File: src/core/panel_vt_cfg.svh
/*
 Constants for the panel vertical timing extension block: register
 indices, writable masks, reset values and field positions.
 Assumes it is included by bare name under core/.
*/
`ifndef PANEL_VT_CFG_SVH
`define PANEL_VT_CFG_SVH

// ----------------------------------------
// Register indices on the data port
// ----------------------------------------
`define IDX_VERT_TOTAL_LOW      8'hb0
`define IDX_VERT_EXTENSION      8'hb1
`define IDX_SIMUL_VSYNC_START   8'hb2
`define IDX_SIMUL_VSYNC_END     8'hb3
`define IDX_PANEL_VSIZE_LOW     8'hbb
`define IDX_PANEL_VSIZE_INCR    8'hbc
`define IDX_FRAME_START_POS     8'hbd
`define IDX_PANEL_VERT_EXT      8'hbe

// ----------------------------------------
// Writable bit masks, reserved bits zero
// ----------------------------------------
`define MASK_VERT_EXTENSION     8'h9f
`define MASK_SIMUL_VSYNC_END    8'h0f
`define MASK_PANEL_VERT_EXT     8'hdb
`define RESET_REG               8'h00

// ----------------------------------------
// Field positions
// ----------------------------------------
`define VEXT_SENSE_ASSIST       7
`define VEXT_VCLK_ON_ROM        2
`define PEXT_CLUT_DLY_HI        7
`define PEXT_CLUT_DLY_LO        6

// ----------------------------------------
// Timing counts in scanlines and clocks
// ----------------------------------------
`define FRAME_EXTRA_LINES       10'h002
`define PANEL_EXTRA_LINES       10'h002
`define CLUT_MAX_DELAY          3

`endif

File: src/core/panel_vt_pkg.sv
/*
 Types for the panel vertical timing extension block.
 Assumes nothing beyond a SystemVerilog compiler.
*/
package panel_vt_pkg;
    // Display output mode
    typedef enum logic [1:0] {
        MODE_CRT_ONLY,
        MODE_PANEL_ONLY,
        MODE_SIMUL
    } disp_mode_t;

    // Read pulse delay codes
    typedef enum logic [1:0] {
        DLY_TWO   = 2'h0,
        DLY_ONE   = 2'h1,
        DLY_THREE = 2'h2,
        DLY_NONE  = 2'h3
    } clut_dly_t;
endpackage

File: src/core/vert_line_counter.sv
/*
 Scanline counter: counts line ticks from zero up to a last line, then
 wraps and flags the frame start.
 Assumes one lineTick pulse per scanline from the horizontal timing.
*/
`timescale 1ns/10ps
`default_nettype none

module vert_line_counter #(
    parameter int W = 10
) (
    input  wire logic         ref_clk,
    input  wire logic         nrst,
    input  wire logic         lineTick,
    input  wire logic [W-1:0] lastLine,
    output logic      [W-1:0] lineCnt_r,
    output logic              frameWrap_r
);
    logic [W-1:0] lineCnt_nxt;   // Next line number
    logic         frameWrap_nxt; // Next wrap flag

    // Next count, wrapping after the last line
    always_comb begin
        lineCnt_nxt   = lineCnt_r;
        frameWrap_nxt = 1'b0;
        if (lineTick) begin
            if (lineCnt_r >= lastLine) begin
                lineCnt_nxt   = '0;
                frameWrap_nxt = 1'b1;
            end else begin
                lineCnt_nxt = lineCnt_r + 1'b1;
            end
        end
    end

    // Count registers
    always_ff @(posedge ref_clk or negedge nrst) begin
        if (!nrst) begin
            lineCnt_r   <= '0;
            frameWrap_r <= 1'b0;
        end else begin
            lineCnt_r   <= lineCnt_nxt;
            frameWrap_r <= frameWrap_nxt;
        end
    end
endmodule

`default_nettype wire

File: src/core/clut_pulse_delay.sv
/*
 Read pulse delay for the graphics lookup table: delays a request by
 a selectable number of clocks, then registers it.
 Assumes the request is a one-cycle pulse in the ref_clk domain.
*/
`timescale 1ns/10ps
`default_nettype none

module clut_pulse_delay (
    input  wire logic       ref_clk,
    input  wire logic       nrst,
    input  wire logic       readReq,
    input  wire logic [1:0] dlyCode,
    output logic            readPulse_r
);
    logic [2:0] stage_r;      // Delay taps
    logic [2:0] stage_nxt;
    logic       readPulse_nxt;

    // Tap select by delay code
    always_comb begin
        stage_nxt = {stage_r[1:0], readReq};
        case (panel_vt_pkg::clut_dly_t'(dlyCode))
            panel_vt_pkg::DLY_NONE:  readPulse_nxt = readReq;
            panel_vt_pkg::DLY_ONE:   readPulse_nxt = stage_r[0];
            panel_vt_pkg::DLY_TWO:   readPulse_nxt = stage_r[1];
            panel_vt_pkg::DLY_THREE: readPulse_nxt = stage_r[2];
            default:                 readPulse_nxt = 1'b0;
        endcase
    end

    // Tap registers
    always_ff @(posedge ref_clk or negedge nrst) begin
        if (!nrst) begin
            stage_r     <= '0;
            readPulse_r <= 1'b0;
        end else begin
            stage_r     <= stage_nxt;
            readPulse_r <= readPulse_nxt;
        end
    end
endmodule

`default_nettype wire

File: src/core/panel_vertical_timing_ext.sv
/*
 Panel vertical timing extension: indexed register file plus the
 vertical timing it steers (frame length, CRT vsync in simultaneous
 mode, panel display window, frame start, clock routing, CLUT delay).
 Assumes host index/data strobes, a lineTick per scanline and the
 standard CRT values all synchronous to ref_clk.
*/
//
// Function
// - Vertical total is ten bits, split high/low
// - Extended total used only with panel enabled
// - Frame lasts programmed total plus two lines
// - Sense assist forces CRT display in simultaneous
// - Simultaneous CRT timing follows panel counter
// - Clock-out disable bit stops video clock
// - Routed clock drives boot ROM pin
// - Simultaneous vsync starts at ten-bit line
// - Sync end field sets vsync width
// - CRT-only sync end uses register field too
// - Panel vertical size is ten bits
// - Panel shows size plus two lines
// - Size increment adds lines to panel
// - Position measured from midpoint or first
// - Frame placed relative to frame start
// - CLUT read pulse delay by two bits
// - CRT-only mode uses standard vertical total
`timescale 1ns/10ps
`default_nettype none
`include "panel_vt_cfg.svh"

module panel_vertical_timing_ext (
    input  wire logic       ref_clk,             // 250 MHz clock
    input  wire logic       nrst,                // Async reset
    input  wire logic       idxWrite,            // Index port write
    input  wire logic       dataWrite,           // Data port write
    input  wire logic       dataRead,            // Data port read
    input  wire logic [7:0] busWData,            // Write data
    output logic      [7:0] busRData_r,          // Read data
    input  wire logic       panelEnable,         // Panel enable
    input  wire logic       crtEnable,           // CRT enable
    input  wire logic       senseAssistGate,     // Sense assist gate
    input  wire logic       vclkOutDisable,      // Video clock off
    input  wire logic       romPresent,          // Boot ROM strapped
    input  wire logic       panelIsDstn,         // Dual-scan panel
    input  wire logic [9:0] stdVertTotal,        // Standard total
    input  wire logic [9:0] stdVsyncStart,       // Standard vsync start
    input  wire logic [3:0] stdVsyncEnd,         // Standard vsync end
    input  wire logic       lineTick,            // One per scanline
    input  wire logic       videoClockIn,        // Video clock level
    input  wire logic       clutReadReq,         // CLUT read request
    output logic            panelFrameStart_r,   // Frame start pulse
    output logic            panelLineClock_r,    // Line clock, DSTN
    output logic            panelDisplayEnable_r,// Display enable, TFT
    output logic            crtVsync_r,          // CRT vertical sync
    output logic            forceCrtDisplay_r,   // Forced CRT display
    output logic            videoClockOut_r,     // Video clock pin
    output logic            bootRomSelectOut_r,  // ROM select pin level
    output logic            bootRomSelectOe_n_r, // ROM select enable
    output logic            clutReadPulse_r      // Delayed read pulse
);
    // ----------------------------------------
    // Register file
    // ----------------------------------------
    logic [7:0] index_r, index_nxt;                          // Index
    logic [7:0] vertTotalLow_r, vertTotalLow_nxt;            // Total low
    logic [7:0] vertExtension_r, vertExtension_nxt;          // Extension
    logic [7:0] vsyncStartLow_r, vsyncStartLow_nxt;          // Vsync start
    logic [7:0] vsyncEnd_r, vsyncEnd_nxt;                    // Vsync end
    logic [7:0] panelSizeLow_r, panelSizeLow_nxt;            // Size low
    logic [7:0] panelSizeIncr_r, panelSizeIncr_nxt;          // Increment
    logic [7:0] framePosLow_r, framePosLow_nxt;              // Position
    logic [7:0] panelVertExt_r, panelVertExt_nxt;            // Panel ext
    logic [7:0] busRData_nxt;

    // Read mux by index, unmapped reads zero
    function automatic logic [7:0] readMux(input logic [7:0] idx);
        case (idx)
            `IDX_VERT_TOTAL_LOW:    readMux = vertTotalLow_r;
            `IDX_VERT_EXTENSION:    readMux = vertExtension_r;
            `IDX_SIMUL_VSYNC_START: readMux = vsyncStartLow_r;
            `IDX_SIMUL_VSYNC_END:   readMux = vsyncEnd_r;
            `IDX_PANEL_VSIZE_LOW:   readMux = panelSizeLow_r;
            `IDX_PANEL_VSIZE_INCR:  readMux = panelSizeIncr_r;
            `IDX_FRAME_START_POS:   readMux = framePosLow_r;
            `IDX_PANEL_VERT_EXT:    readMux = panelVertExt_r;
            default:                readMux = 8'h00;
        endcase
    endfunction

    // Register writes, reserved bits masked
    always_comb begin
        index_nxt         = idxWrite ? busWData : index_r;
        vertTotalLow_nxt  = vertTotalLow_r;
        vertExtension_nxt = vertExtension_r;
        vsyncStartLow_nxt = vsyncStartLow_r;
        vsyncEnd_nxt      = vsyncEnd_r;
        panelSizeLow_nxt  = panelSizeLow_r;
        panelSizeIncr_nxt = panelSizeIncr_r;
        framePosLow_nxt   = framePosLow_r;
        panelVertExt_nxt  = panelVertExt_r;
        busRData_nxt      = dataRead ? readMux(index_r) : busRData_r;
        if (dataWrite) begin
            case (index_r)
                `IDX_VERT_TOTAL_LOW:    vertTotalLow_nxt  = busWData;
                `IDX_VERT_EXTENSION:    vertExtension_nxt = busWData & `MASK_VERT_EXTENSION;
                `IDX_SIMUL_VSYNC_START: vsyncStartLow_nxt = busWData;
                `IDX_SIMUL_VSYNC_END:   vsyncEnd_nxt      = busWData & `MASK_SIMUL_VSYNC_END;
                `IDX_PANEL_VSIZE_LOW:   panelSizeLow_nxt  = busWData;
                `IDX_PANEL_VSIZE_INCR:  panelSizeIncr_nxt = busWData;
                `IDX_FRAME_START_POS:   framePosLow_nxt   = busWData;
                `IDX_PANEL_VERT_EXT:    panelVertExt_nxt  = busWData & `MASK_PANEL_VERT_EXT;
                default:                ;  // Unmapped writes dropped
            endcase
        end
    end

    // Register file flops
    always_ff @(posedge ref_clk or negedge nrst) begin
        if (!nrst) begin
            index_r         <= `RESET_REG;
            vertTotalLow_r  <= `RESET_REG;
            vertExtension_r <= `RESET_REG;
            vsyncStartLow_r <= `RESET_REG;
            vsyncEnd_r      <= `RESET_REG;
            panelSizeLow_r  <= `RESET_REG;
            panelSizeIncr_r <= `RESET_REG;
            framePosLow_r   <= `RESET_REG;
            panelVertExt_r  <= `RESET_REG;
            busRData_r      <= `RESET_REG;
        end else begin
            index_r         <= index_nxt;
            vertTotalLow_r  <= vertTotalLow_nxt;
            vertExtension_r <= vertExtension_nxt;
            vsyncStartLow_r <= vsyncStartLow_nxt;
            vsyncEnd_r      <= vsyncEnd_nxt;
            panelSizeLow_r  <= panelSizeLow_nxt;
            panelSizeIncr_r <= panelSizeIncr_nxt;
            framePosLow_r   <= framePosLow_nxt;
            panelVertExt_r  <= panelVertExt_nxt;
            busRData_r      <= busRData_nxt;
        end
    end

    // ----------------------------------------
    // Field assembly and mode
    // ----------------------------------------
    panel_vt_pkg::disp_mode_t mode;   // Current output mode
    logic [9:0] extVertTotal;         // Ten-bit extended total
    logic [9:0] usedVertTotal;        // Total in force
    logic [9:0] lastLine;             // Final line number of frame
    logic [9:0] vsyncStart;           // Vsync start line in force
    logic [3:0] vsyncEnd;             // Vsync end field in force
    logic [9:0] panelSize;            // Ten-bit panel size
    logic [9:0] framePos;             // Frame position from start
    logic [9:0] winStart;             // Display window first line
    logic [9:0] winLines;             // Display window length
    logic [9:0] lineCnt;              // Shared scanline count
    logic       frameWrap;            // Counter wrapped

    always_comb begin
        if (panelEnable && crtEnable) begin
            mode = panel_vt_pkg::MODE_SIMUL;
        end else if (panelEnable) begin
            mode = panel_vt_pkg::MODE_PANEL_ONLY;
        end else begin
            mode = panel_vt_pkg::MODE_CRT_ONLY;
        end
        extVertTotal  = {vertExtension_r[1:0], vertTotalLow_r};
        usedVertTotal = panelEnable ? extVertTotal : stdVertTotal;
        lastLine      = usedVertTotal + `FRAME_EXTRA_LINES - 10'h001;
        vsyncStart    = (mode == panel_vt_pkg::MODE_SIMUL)
                      ? {vertExtension_r[4:3], vsyncStartLow_r} : stdVsyncStart;
        vsyncEnd      = vsyncEnd_r[3:0];
        panelSize     = {panelVertExt_r[4:3], panelSizeLow_r};
        framePos      = {panelVertExt_r[1:0], framePosLow_r};
        // Dual-scan counts from the midpoint, TFT from the first line
        winStart      = (panelIsDstn ? {1'b0, lastLine[9:1]} : 10'h000) + framePos;
        winLines      = panelSize + `PANEL_EXTRA_LINES + {2'h0, panelSizeIncr_r};
    end

    // ----------------------------------------
    // Scanline counter, one for both displays
    // ----------------------------------------
    vert_line_counter #(
        .W (10)
    ) u_lineCounter (
        .ref_clk     (ref_clk),
        .nrst        (nrst),
        .lineTick    (lineTick),
        .lastLine    (lastLine),
        .lineCnt_r   (lineCnt),
        .frameWrap_r (frameWrap)
    );

    // ----------------------------------------
    // Timing outputs
    // ----------------------------------------
    logic inWindow;                   // Line inside panel window
    logic panelFrameStart_nxt, panelLineClock_nxt, panelDisplayEnable_nxt;
    logic crtVsync_nxt, forceCrtDisplay_nxt, videoClockOut_nxt;
    logic bootRomSelectOut_nxt, bootRomSelectOe_n_nxt;

    always_comb begin
        inWindow = (lineCnt >= winStart) && ((lineCnt - winStart) < winLines);
        panelFrameStart_nxt    = frameWrap;
        panelLineClock_nxt     = panelIsDstn && lineTick && inWindow;
        panelDisplayEnable_nxt = !panelIsDstn && inWindow;
        // Vsync opens at the start line, closes on low-bit match
        crtVsync_nxt = crtVsync_r;
        if (lineTick) begin
            if (lineCnt == vsyncStart) begin
                crtVsync_nxt = 1'b1;
            end else if (crtVsync_r && lineCnt[3:0] == vsyncEnd) begin
                crtVsync_nxt = 1'b0;
            end
        end
        forceCrtDisplay_nxt = (mode == panel_vt_pkg::MODE_SIMUL) && senseAssistGate
                            && vertExtension_r[`VEXT_SENSE_ASSIST];
        videoClockOut_nxt   = videoClockIn && !vclkOutDisable;
        if (vertExtension_r[`VEXT_VCLK_ON_ROM] && !romPresent) begin
            bootRomSelectOut_nxt  = videoClockOut_nxt;
            bootRomSelectOe_n_nxt = 1'b0;
        end else begin
            bootRomSelectOut_nxt  = 1'b0;
            bootRomSelectOe_n_nxt = 1'b1;
        end
    end

    // Timing output flops
    always_ff @(posedge ref_clk or negedge nrst) begin
        if (!nrst) begin
            panelFrameStart_r    <= 1'b0;
            panelLineClock_r     <= 1'b0;
            panelDisplayEnable_r <= 1'b0;
            crtVsync_r           <= 1'b0;
            forceCrtDisplay_r    <= 1'b0;
            videoClockOut_r      <= 1'b0;
            bootRomSelectOut_r   <= 1'b0;
            bootRomSelectOe_n_r  <= 1'b1;
        end else begin
            panelFrameStart_r    <= panelFrameStart_nxt;
            panelLineClock_r     <= panelLineClock_nxt;
            panelDisplayEnable_r <= panelDisplayEnable_nxt;
            crtVsync_r           <= crtVsync_nxt;
            forceCrtDisplay_r    <= forceCrtDisplay_nxt;
            videoClockOut_r      <= videoClockOut_nxt;
            bootRomSelectOut_r   <= bootRomSelectOut_nxt;
            bootRomSelectOe_n_r  <= bootRomSelectOe_n_nxt;
        end
    end

    // ----------------------------------------
    // CLUT read pulse delay
    // ----------------------------------------
    clut_pulse_delay u_clutDelay (
        .ref_clk     (ref_clk),
        .nrst        (nrst),
        .readReq     (clutReadReq),
        .dlyCode     (panelVertExt_r[`PEXT_CLUT_DLY_HI:`PEXT_CLUT_DLY_LO]),
        .readPulse_r (clutReadPulse_r)
    );
endmodule

`default_nettype wire

File: config.mk
export PLATFORM = sky130hd
export DESIGN_NAME = panel_vertical_timing_ext
export DESIGN_NICKNAME = d
export VERILOG_FILES = /design/src/core/panel_vt_pkg.sv /design/src/core/vert_line_counter.sv /design/src/core/clut_pulse_delay.sv /design/src/core/panel_vertical_timing_ext.sv
export VERILOG_INCLUDE_DIRS = /design/src /design/src/core
export SDC_FILE = /design/constraint.sdc
export NUM_CORES = 1
export LEC_CHECK = 0
export BUFFER_PORTS_ARGS = -buffer_cell sky130_fd_sc_hd__buf_2
export CORE_ASPECT_RATIO = 1.4
export CORE_MARGIN = 2
export CORE_UTILIZATION = 35
export CTS_CLUSTER_SIZE = 24
export DETAILED_ROUTE_END_ITERATION = 12
export GPL_TIMING_DRIVEN = 0
export PLACE_DENSITY = 0.54
export SYNTH_ARGS = -nofsm -noshare
export SYNTH_HDL_FRONTEND = slang
export SYNTH_SLANG_ARGS = --single-unit
File: constraint.sdc
create_clock -name ref_clk -period 6 [get_ports ref_clk]
set_clock_uncertainty 0.2 [all_clocks]
set_input_delay 1.2 -clock ref_clk [delete_from_list [all_inputs] [get_ports ref_clk]]
set_output_delay 1.2 -clock ref_clk [all_outputs]
set_load 0.02 [all_outputs]
Word-level counts from Yosys, hierarchy flattened
Index checks and enable logic that the tools add are counted.

cells by class
  reduce and logical (&&, ||, !) cells = 24
  equality and inequality tests = 14
  magnitude comparators = 3
  mux-type cells = 14
  add/sub/neg operators = 7

operator list
  cell                                                                   count
  8-bit == test (second input constant)                                  8
  8-bit one-hot mux with 8 select lines                                  1
  10-bit two-way mux                                                     3
  10-bit by 2-bit adder with 10-bit output (second input constant)       2
  10-bit >= comparator                                                   2
  2-bit AND reduction                                                    9
  10-bit by 1-bit adder with 10-bit output (second input constant)       1
  10-bit by 8-bit adder with 10-bit output                               1
  9-bit by 10-bit adder with 10-bit output                               1
  10-bit == test                                                         1
  1-bit logical AND                                                      10
  10-bit less-than comparator                                            1
  10-bit by 1-bit subtractor with 10-bit output (second input constant)  1
  10-bit subtractor                                                      1
  9-bit two-way mux                                                      1
  1-bit two-way mux                                                      7
  2-bit == test (second input constant)                                  3
  4-bit == test                                                          1
  1-bit one-hot mux with 4 select lines                                  1
  1-bit zero test                                                        3
  2-bit by 1-bit == test with 1-bit output (second input constant)       1
  2-bit zero test                                                        1
  2-bit two-way mux                                                      1
  2-bit nonzero test                                                     1

word-level totals
  register bits = 95
  word-level logic and storage cells = 84

Depth between registers and ports, before layout
  word-level depth = 9
  depth in mapped cells = 26
  gate-level depth less buffers = 24

Modules after synthesis
Synthesis repeated with hierarchy kept, for this count alone.

unflattened totals
  cell total of the unflattened synthesis = 644
  area, all modules = 6717.7 um^2

by module, submodules not included
  module                     times used  area an instance (um^2)  cells each
  panel_vertical_timing_ext  1           5753.0                   547
  vert_line_counter          1           842.1                    92
  clut_pulse_delay           1           122.6                    5

Worst setup path after synthesis
Ideal clock, no wire load.

  path kind = input to register
  start = input port panelEnable
  end = register panelLineClock_r
  setup slack = 0.201 ns
  arrival = 5.498 ns
  stages = 23
  data required time = 5.699 ns
  setup time = 0.101 ns
  path through = buf_4 > buf_2 > mux2_2 > ha_1 > o2111ai_1 > xor2_1 > nand2_1 > o211a_1 > ha_1 > nor3_1 > nor2_1 > a2111oi_0 > a311oi_1 > ha_1 > inv_1 > and3_1 > a2111oi_0 > o311ai_0 > ha_1 > a211oi_1 > a21boi_0 > o31ai_1 > nor4_1

between the ends
  word-level cells in the longest chain between the ends = 9

ends and longest elaborated chain
  what                                                  RTL line                          source
  from (decl)                                           panel_vertical_timing_ext.sv:39   input wire logic panelEnable,
  10-bit two-way mux *                                  panel_vertical_timing_ext.sv:169  usedVertTotal = panelEnable ? extVertTotal : stdVertTotal;
  10-bit by 2-bit adder with 10-bit output (no line) *  n/a
  10-bit by 1-bit subtractor with 10-bit output *       panel_vertical_timing_ext.sv:170  lastLine = usedVertTotal + `FRAME_EXTRA_LINES - 10'h001;
  9-bit two-way mux *                                   panel_vertical_timing_ext.sv:177  winStart = (panelIsDstn ? {1'b0, lastLine[9:1]} : 10'h000) + framePos;
  9-bit by 10-bit adder with 10-bit output *            panel_vertical_timing_ext.sv:177
  10-bit subtractor                                     panel_vertical_timing_ext.sv:204  inWindow = (lineCnt >= winStart) && ((lineCnt - winStart) < winLines);
  10-bit less-than comparator                           panel_vertical_timing_ext.sv:204
  1-bit logical AND *                                   panel_vertical_timing_ext.sv:204
  1-bit logical AND *                                   panel_vertical_timing_ext.sv:206  panelLineClock_nxt = panelIsDstn && lineTick && inWindow;
  via panelLineClock_nxt                                panel_vertical_timing_ext.sv:199  logic panelFrameStart_nxt, panelLineClock_nxt, panelDisplayEnable_nxt;
  to (signal assigned)                                  panel_vertical_timing_ext.sv:242  panelLineClock_r <= panelLineClock_nxt;
  to (decl)                                             panel_vertical_timing_ext.sv:52   output logic panelLineClock_r,

Mark *: on every way through the listed nets, which the timed path passes. The rest lies on a longest branch.
A chain may end at the register's enable or synchronous reset.

Final worst setup path
Ends and elaborated chain as after synthesis.

==> results_dict.tcl <==
set metrics [dict create \
    outcome "finished, final reports clean" \
    crit_path_max_incr_delay_ns 0.37 \
    area_growth_pct 16.6 \
    htree_num_levels 3 \
    max_cap_violations 0 \
    path_cells "clkbuf_4 > buf_12 > mux2_2 > ha_2 > xnor2_2 > nand2_1 > inv_1 > ha_1 > a21oi_2 > nand4b_1 > nand3_2 > a2111oi_4 > a311oi_2 > ha_1 > inv_1 > and3_1 > a2111oi_1 > o311ai_1 > ha_1 > a211oi_2 > a21boi_2 > o31ai_4 > nor4_2" \
    setup.worst_path.class "in -> reg" \
    share_of_the_yosys_chip_area_belonging_to_registers 0.359 \
    synth-edff-count 0 \
    placeableCoreArea_um2 18600 \
    final_layout_size_suffix_gt1_frac 0.283 \
    io_buffers 54 \
    grt_pass1_vias 5335 \
    remaining_drc_errors 0 \
    route.final.wire_length_mm 18.1 \
    synth.lib_cells_used.distinct 70 \
    power_leakage_nw 3.65 \
    min_path_cells 0 \
    synth-main-ff-cell "sky130_fd_sc_hd__dfrtp_1" \
    antenna_violating_nets_post_route 0 \
    setup.worst_path.start "panelEnable" \
    crit_path_start_kind "input port" \
    slew_viol_final 0 \
    worst_slew_margin_rel 0.528 \
    synth_top_family_by_area "multiplexers" \
    synthSimpleGateAreaFrac 0.142 \
    clock-root-buffer "sky130_fd_sc_hd__clkbuf_16" \
    nNetsFinal 804 \
    wl_per_cell_um 19.1 \
    hpwlAfterDp_mm 14.6 \
    worst_path_dominant_cell_family "compound AO/OA/AOI/OAI gates" \
    tightest_slew_ns 0.706 \
    routed_via_density 5.34 \
    cp_common_cell "sky130_fd_sc_hd__ha_1" \
    critical_path.slowest_cell "sky130_fd_sc_hd__a2111oi_4" \
    number_of_sinks_on_the_clock_net 95 \
    holdCritPathClass "reg -> reg" \
    cts_hold_repair.buffers 0 \
    grt_util_all_layers 0.185 \
    timing.final.crit_period_ns 5.75 \
    grt_remaining_overflow 0 \
    synth-compound-area-share 0.123 \
    grt_antenna_before_repair 0 \
    synth.area.mux_share 0.160 \
    asyncSetResetFlopFracSynth 1.00 \
    clkTransAtPathRegs_ns 0.08 \
    design.die.area_um2 20100 \
    mappedNetlistNets 735 \
    syn_inst 630 \
    synth_warnings 0 \
    finalSetupViolCount 0 \
    num_vias 5064 \
    worst-r2r-cell-count 21 \
    die_x_um 120 \
    adder_cell_share_of_the_synthesized_area 0.115 \
    worst_hold_startpoint "u_lineCounter.frameWrap_r$_DFF_PN0_" \
    data_arrival_time_of_the_critical_path_ns 5.80 \
    endpoint_required_time_on_the_critical_path_ns 6.06 \
    holdWs_ns 0.154 \
    synth_seq_cells 95 \
    final_number_of_hold_violating_endpoints 0 \
    place_area_um2 7230 \
    fp.dieH_um 167 \
    clock_latency_ns 0.36 \
    crit_path_end_kind "register" \
    mapped_avg_cell_area_um2 10.5 \
    r2r-start "vertTotalLow_r[1]$_DFFE_PN0P_" \
    clock_buffer_count_from_cts 9 \
    netlist.area_leader.share 0.355 \
    crit_path_max_fanout 12 \
    global_route_wire_length_before_repair_mm 28.8 \
    synth_xor_area_frac 0.0661 \
    core.rowCount 59 \
    antenna_diodes 0 \
    drt_iter0_markers 224 \
    wp_depth 23 \
    post_synth_instance_area_um2 6630 \
    final.period_utilization 0.958 \
    place.gp.congestion 0.850 \
    yosys-top-cells-area "sky130_fd_sc_hd__dfrtp_1 (35%), sky130_fd_sc_hd__mux2_2 (12%), sky130_fd_sc_hd__ha_1 (11%)" \
    synth.largest_area_cell "sky130_fd_sc_hd__dfrtp_1" \
    clk_buf_depth 2 \
    cts_tree "done" \
    ios 63 \
    start_util 0.356 \
    max_clock_freq_mhz 174 \
    irDropWorstVdd_mv 0.137 \
    critical_path_buf_inv_count 4 \
    final_design_area_no_fill_um2 7730 \
    power.density_nw_per_um2 301 \
    grt_start_max_net_pins 55 \
    first_pass_iters 7 \
]
[layout make-up]
class                   count  area, um2
flip-flops and latches     95       2380
repair buffers             59        325
inverters                  35        131
clock buffers               9        225
well taps                 244        305
plain buffers              19        111
fillers                  1843      10900
clock inverters             7       93.8
multi-input cells         480       4160
[state kept, by name (all words and copies together) (netlist names), 3 cells and up]
signal / flops
busRData_r: 8
vertExtension_r: 6
vsyncEnd_r: 4
panelVertExt_r: 6
index_r: 8
panelSizeLow_r: 8
panelSizeIncr_r: 8
framePosLow_r: 8
u_clutDelay.stage_r: 3
u_lineCounter.lineCnt_r: 10
vsyncStartLow_r: 8
vertTotalLow_r: 8
[cell usage after synthesis, types with 5 or more instances]
library cell and n:
sky130_fd_sc_hd__mux2_2 69, sky130_fd_sc_hd__o21ai_0 18, sky130_fd_sc_hd__nand2b_1 7, sky130_fd_sc_hd__o211ai_1 5
sky130_fd_sc_hd__nor2b_1 11, sky130_fd_sc_hd__dfrtp_1 94, sky130_fd_sc_hd__nand3_1 17, sky130_fd_sc_hd__nand4_1 6
sky130_fd_sc_hd__clkbuf_1 10, sky130_fd_sc_hd__nor3_1 14, sky130_fd_sc_hd__a21o_1 6, sky130_fd_sc_hd__inv_1 35
sky130_fd_sc_hd__a31oi_1 8, sky130_fd_sc_hd__buf_2 5, sky130_fd_sc_hd__o21a_1 6, sky130_fd_sc_hd__o22ai_1 9
sky130_fd_sc_hd__nor2_1 41, sky130_fd_sc_hd__xor2_1 26, sky130_fd_sc_hd__a22o_1 6, sky130_fd_sc_hd__a22oi_1 8
sky130_fd_sc_hd__ha_1 56, sky130_fd_sc_hd__a21oi_1 18, sky130_fd_sc_hd__mux2i_1 17, sky130_fd_sc_hd__nand2_1 29
sky130_fd_sc_hd__xnor2_1 24
[power breakdown]
group          total, mW  internal, mW  leakage, nW  switching [mW]
registers          0.789         0.703         1.28          0.0859
logic              0.939         0.420         2.22           0.519
clock network      0.604         0.304        0.154           0.300
total               2.33          1.43         3.65           0.905
[worst register-to-register path, cell delays in order, from the launching register on]
cell                        delay [ns]
sky130_fd_sc_hd__dfrtp_1          0.44
sky130_fd_sc_hd__mux2_2           0.30
sky130_fd_sc_hd__ha_2             0.23
sky130_fd_sc_hd__xnor2_2          0.20
sky130_fd_sc_hd__nand2_1          0.13
sky130_fd_sc_hd__inv_1            0.07
sky130_fd_sc_hd__ha_1             0.22
sky130_fd_sc_hd__a21oi_2          0.15
sky130_fd_sc_hd__nand4b_1         0.17
sky130_fd_sc_hd__nand3_2          0.11
sky130_fd_sc_hd__a2111oi_4        0.37
sky130_fd_sc_hd__a311oi_2         0.10
sky130_fd_sc_hd__ha_1             0.34
sky130_fd_sc_hd__inv_1            0.08
sky130_fd_sc_hd__and3_1           0.17
sky130_fd_sc_hd__a2111oi_1        0.32
sky130_fd_sc_hd__o311ai_1         0.17
sky130_fd_sc_hd__ha_1             0.34
sky130_fd_sc_hd__a211oi_2         0.19
sky130_fd_sc_hd__a21boi_2         0.24
sky130_fd_sc_hd__o31ai_4          0.12
sky130_fd_sc_hd__nor4_2           0.24
[final timing paths]
kind                                                     end  slack, ns
min reg2reg                      panelFrameStart_r$_DFF_PN0_       0.15
min                              panelFrameStart_r$_DFF_PN0_       0.15
min in group asynchronous  u_clutDelay.readPulse_r$_DFF_PN0_       0.67
max reg2reg                       panelLineClock_r$_DFF_PN0_       1.02
max                               panelLineClock_r$_DFF_PN0_       0.25
max in group asynchronous     panelDisplayEnable_r$_DFF_PN0_       4.23
[metal layers]
metal | wire (um) | part of all wire | GRT usage
met5 | 0 | 0 | 0
met4 | 721 | 0.040 | 0.0824
met3 | 444 | 0.025 | 0.0226
met2 | 9490 | 0.52 | 0.330
met1 | 7450 | 0.41 | 0.221
[stage by stage]
step / setup TNS, ns / setup slack [ns] / power, mW / std cells / utilization
floorplan: 0 / 0.201 / 1.42 / 630 / -
global placement: -1.20 / -0.634 / 1.65 / 928 / 0.387
detailed placement: -1.44 / -0.730 / 1.67 / 929 / 0.389
CTS: 0 / 0.0104 / 2.30 / 944 / 0.407
global route: -0.0365 / -0.0365 / 2.50 / 948 / 0.416
finish: 0 / 0.253 / 2.33 / 948 / 0.416
[layout by cell type (no fill, tap or decap), drive strengths merged, types with 8 or more instances in the layout]
master	n
o22ai	9
clkbuf	20
mux2	71
nor3	16
nand3	20
ha	56
mux2i	17
dfrtp	94
inv	39
a22oi	8
o21ai	18
a31oi	8
nand2	31
nor2	41
buf	67
nor2b	12
a21oi	18
xnor2	24
xor2	26
nand4	10
[kinds of logic after synthesis]
group / Yosys count
mux: 92
compound gates: 117
flops: 95
buf+inv: 55
fa+ha+maj: 59
xor+xnor: 50
simple gates: 162
[repair_timing]
item | 4_1_cts | 5_1_grt
gates resized for setup | 9 | 29
setup buffers | 0 | 4
pin swaps | 0 | 7
setup endpoints to repair | 2 | 2
endpoints found under the hold margin | 0 | 0
Power figures use the tool's default switching activity.
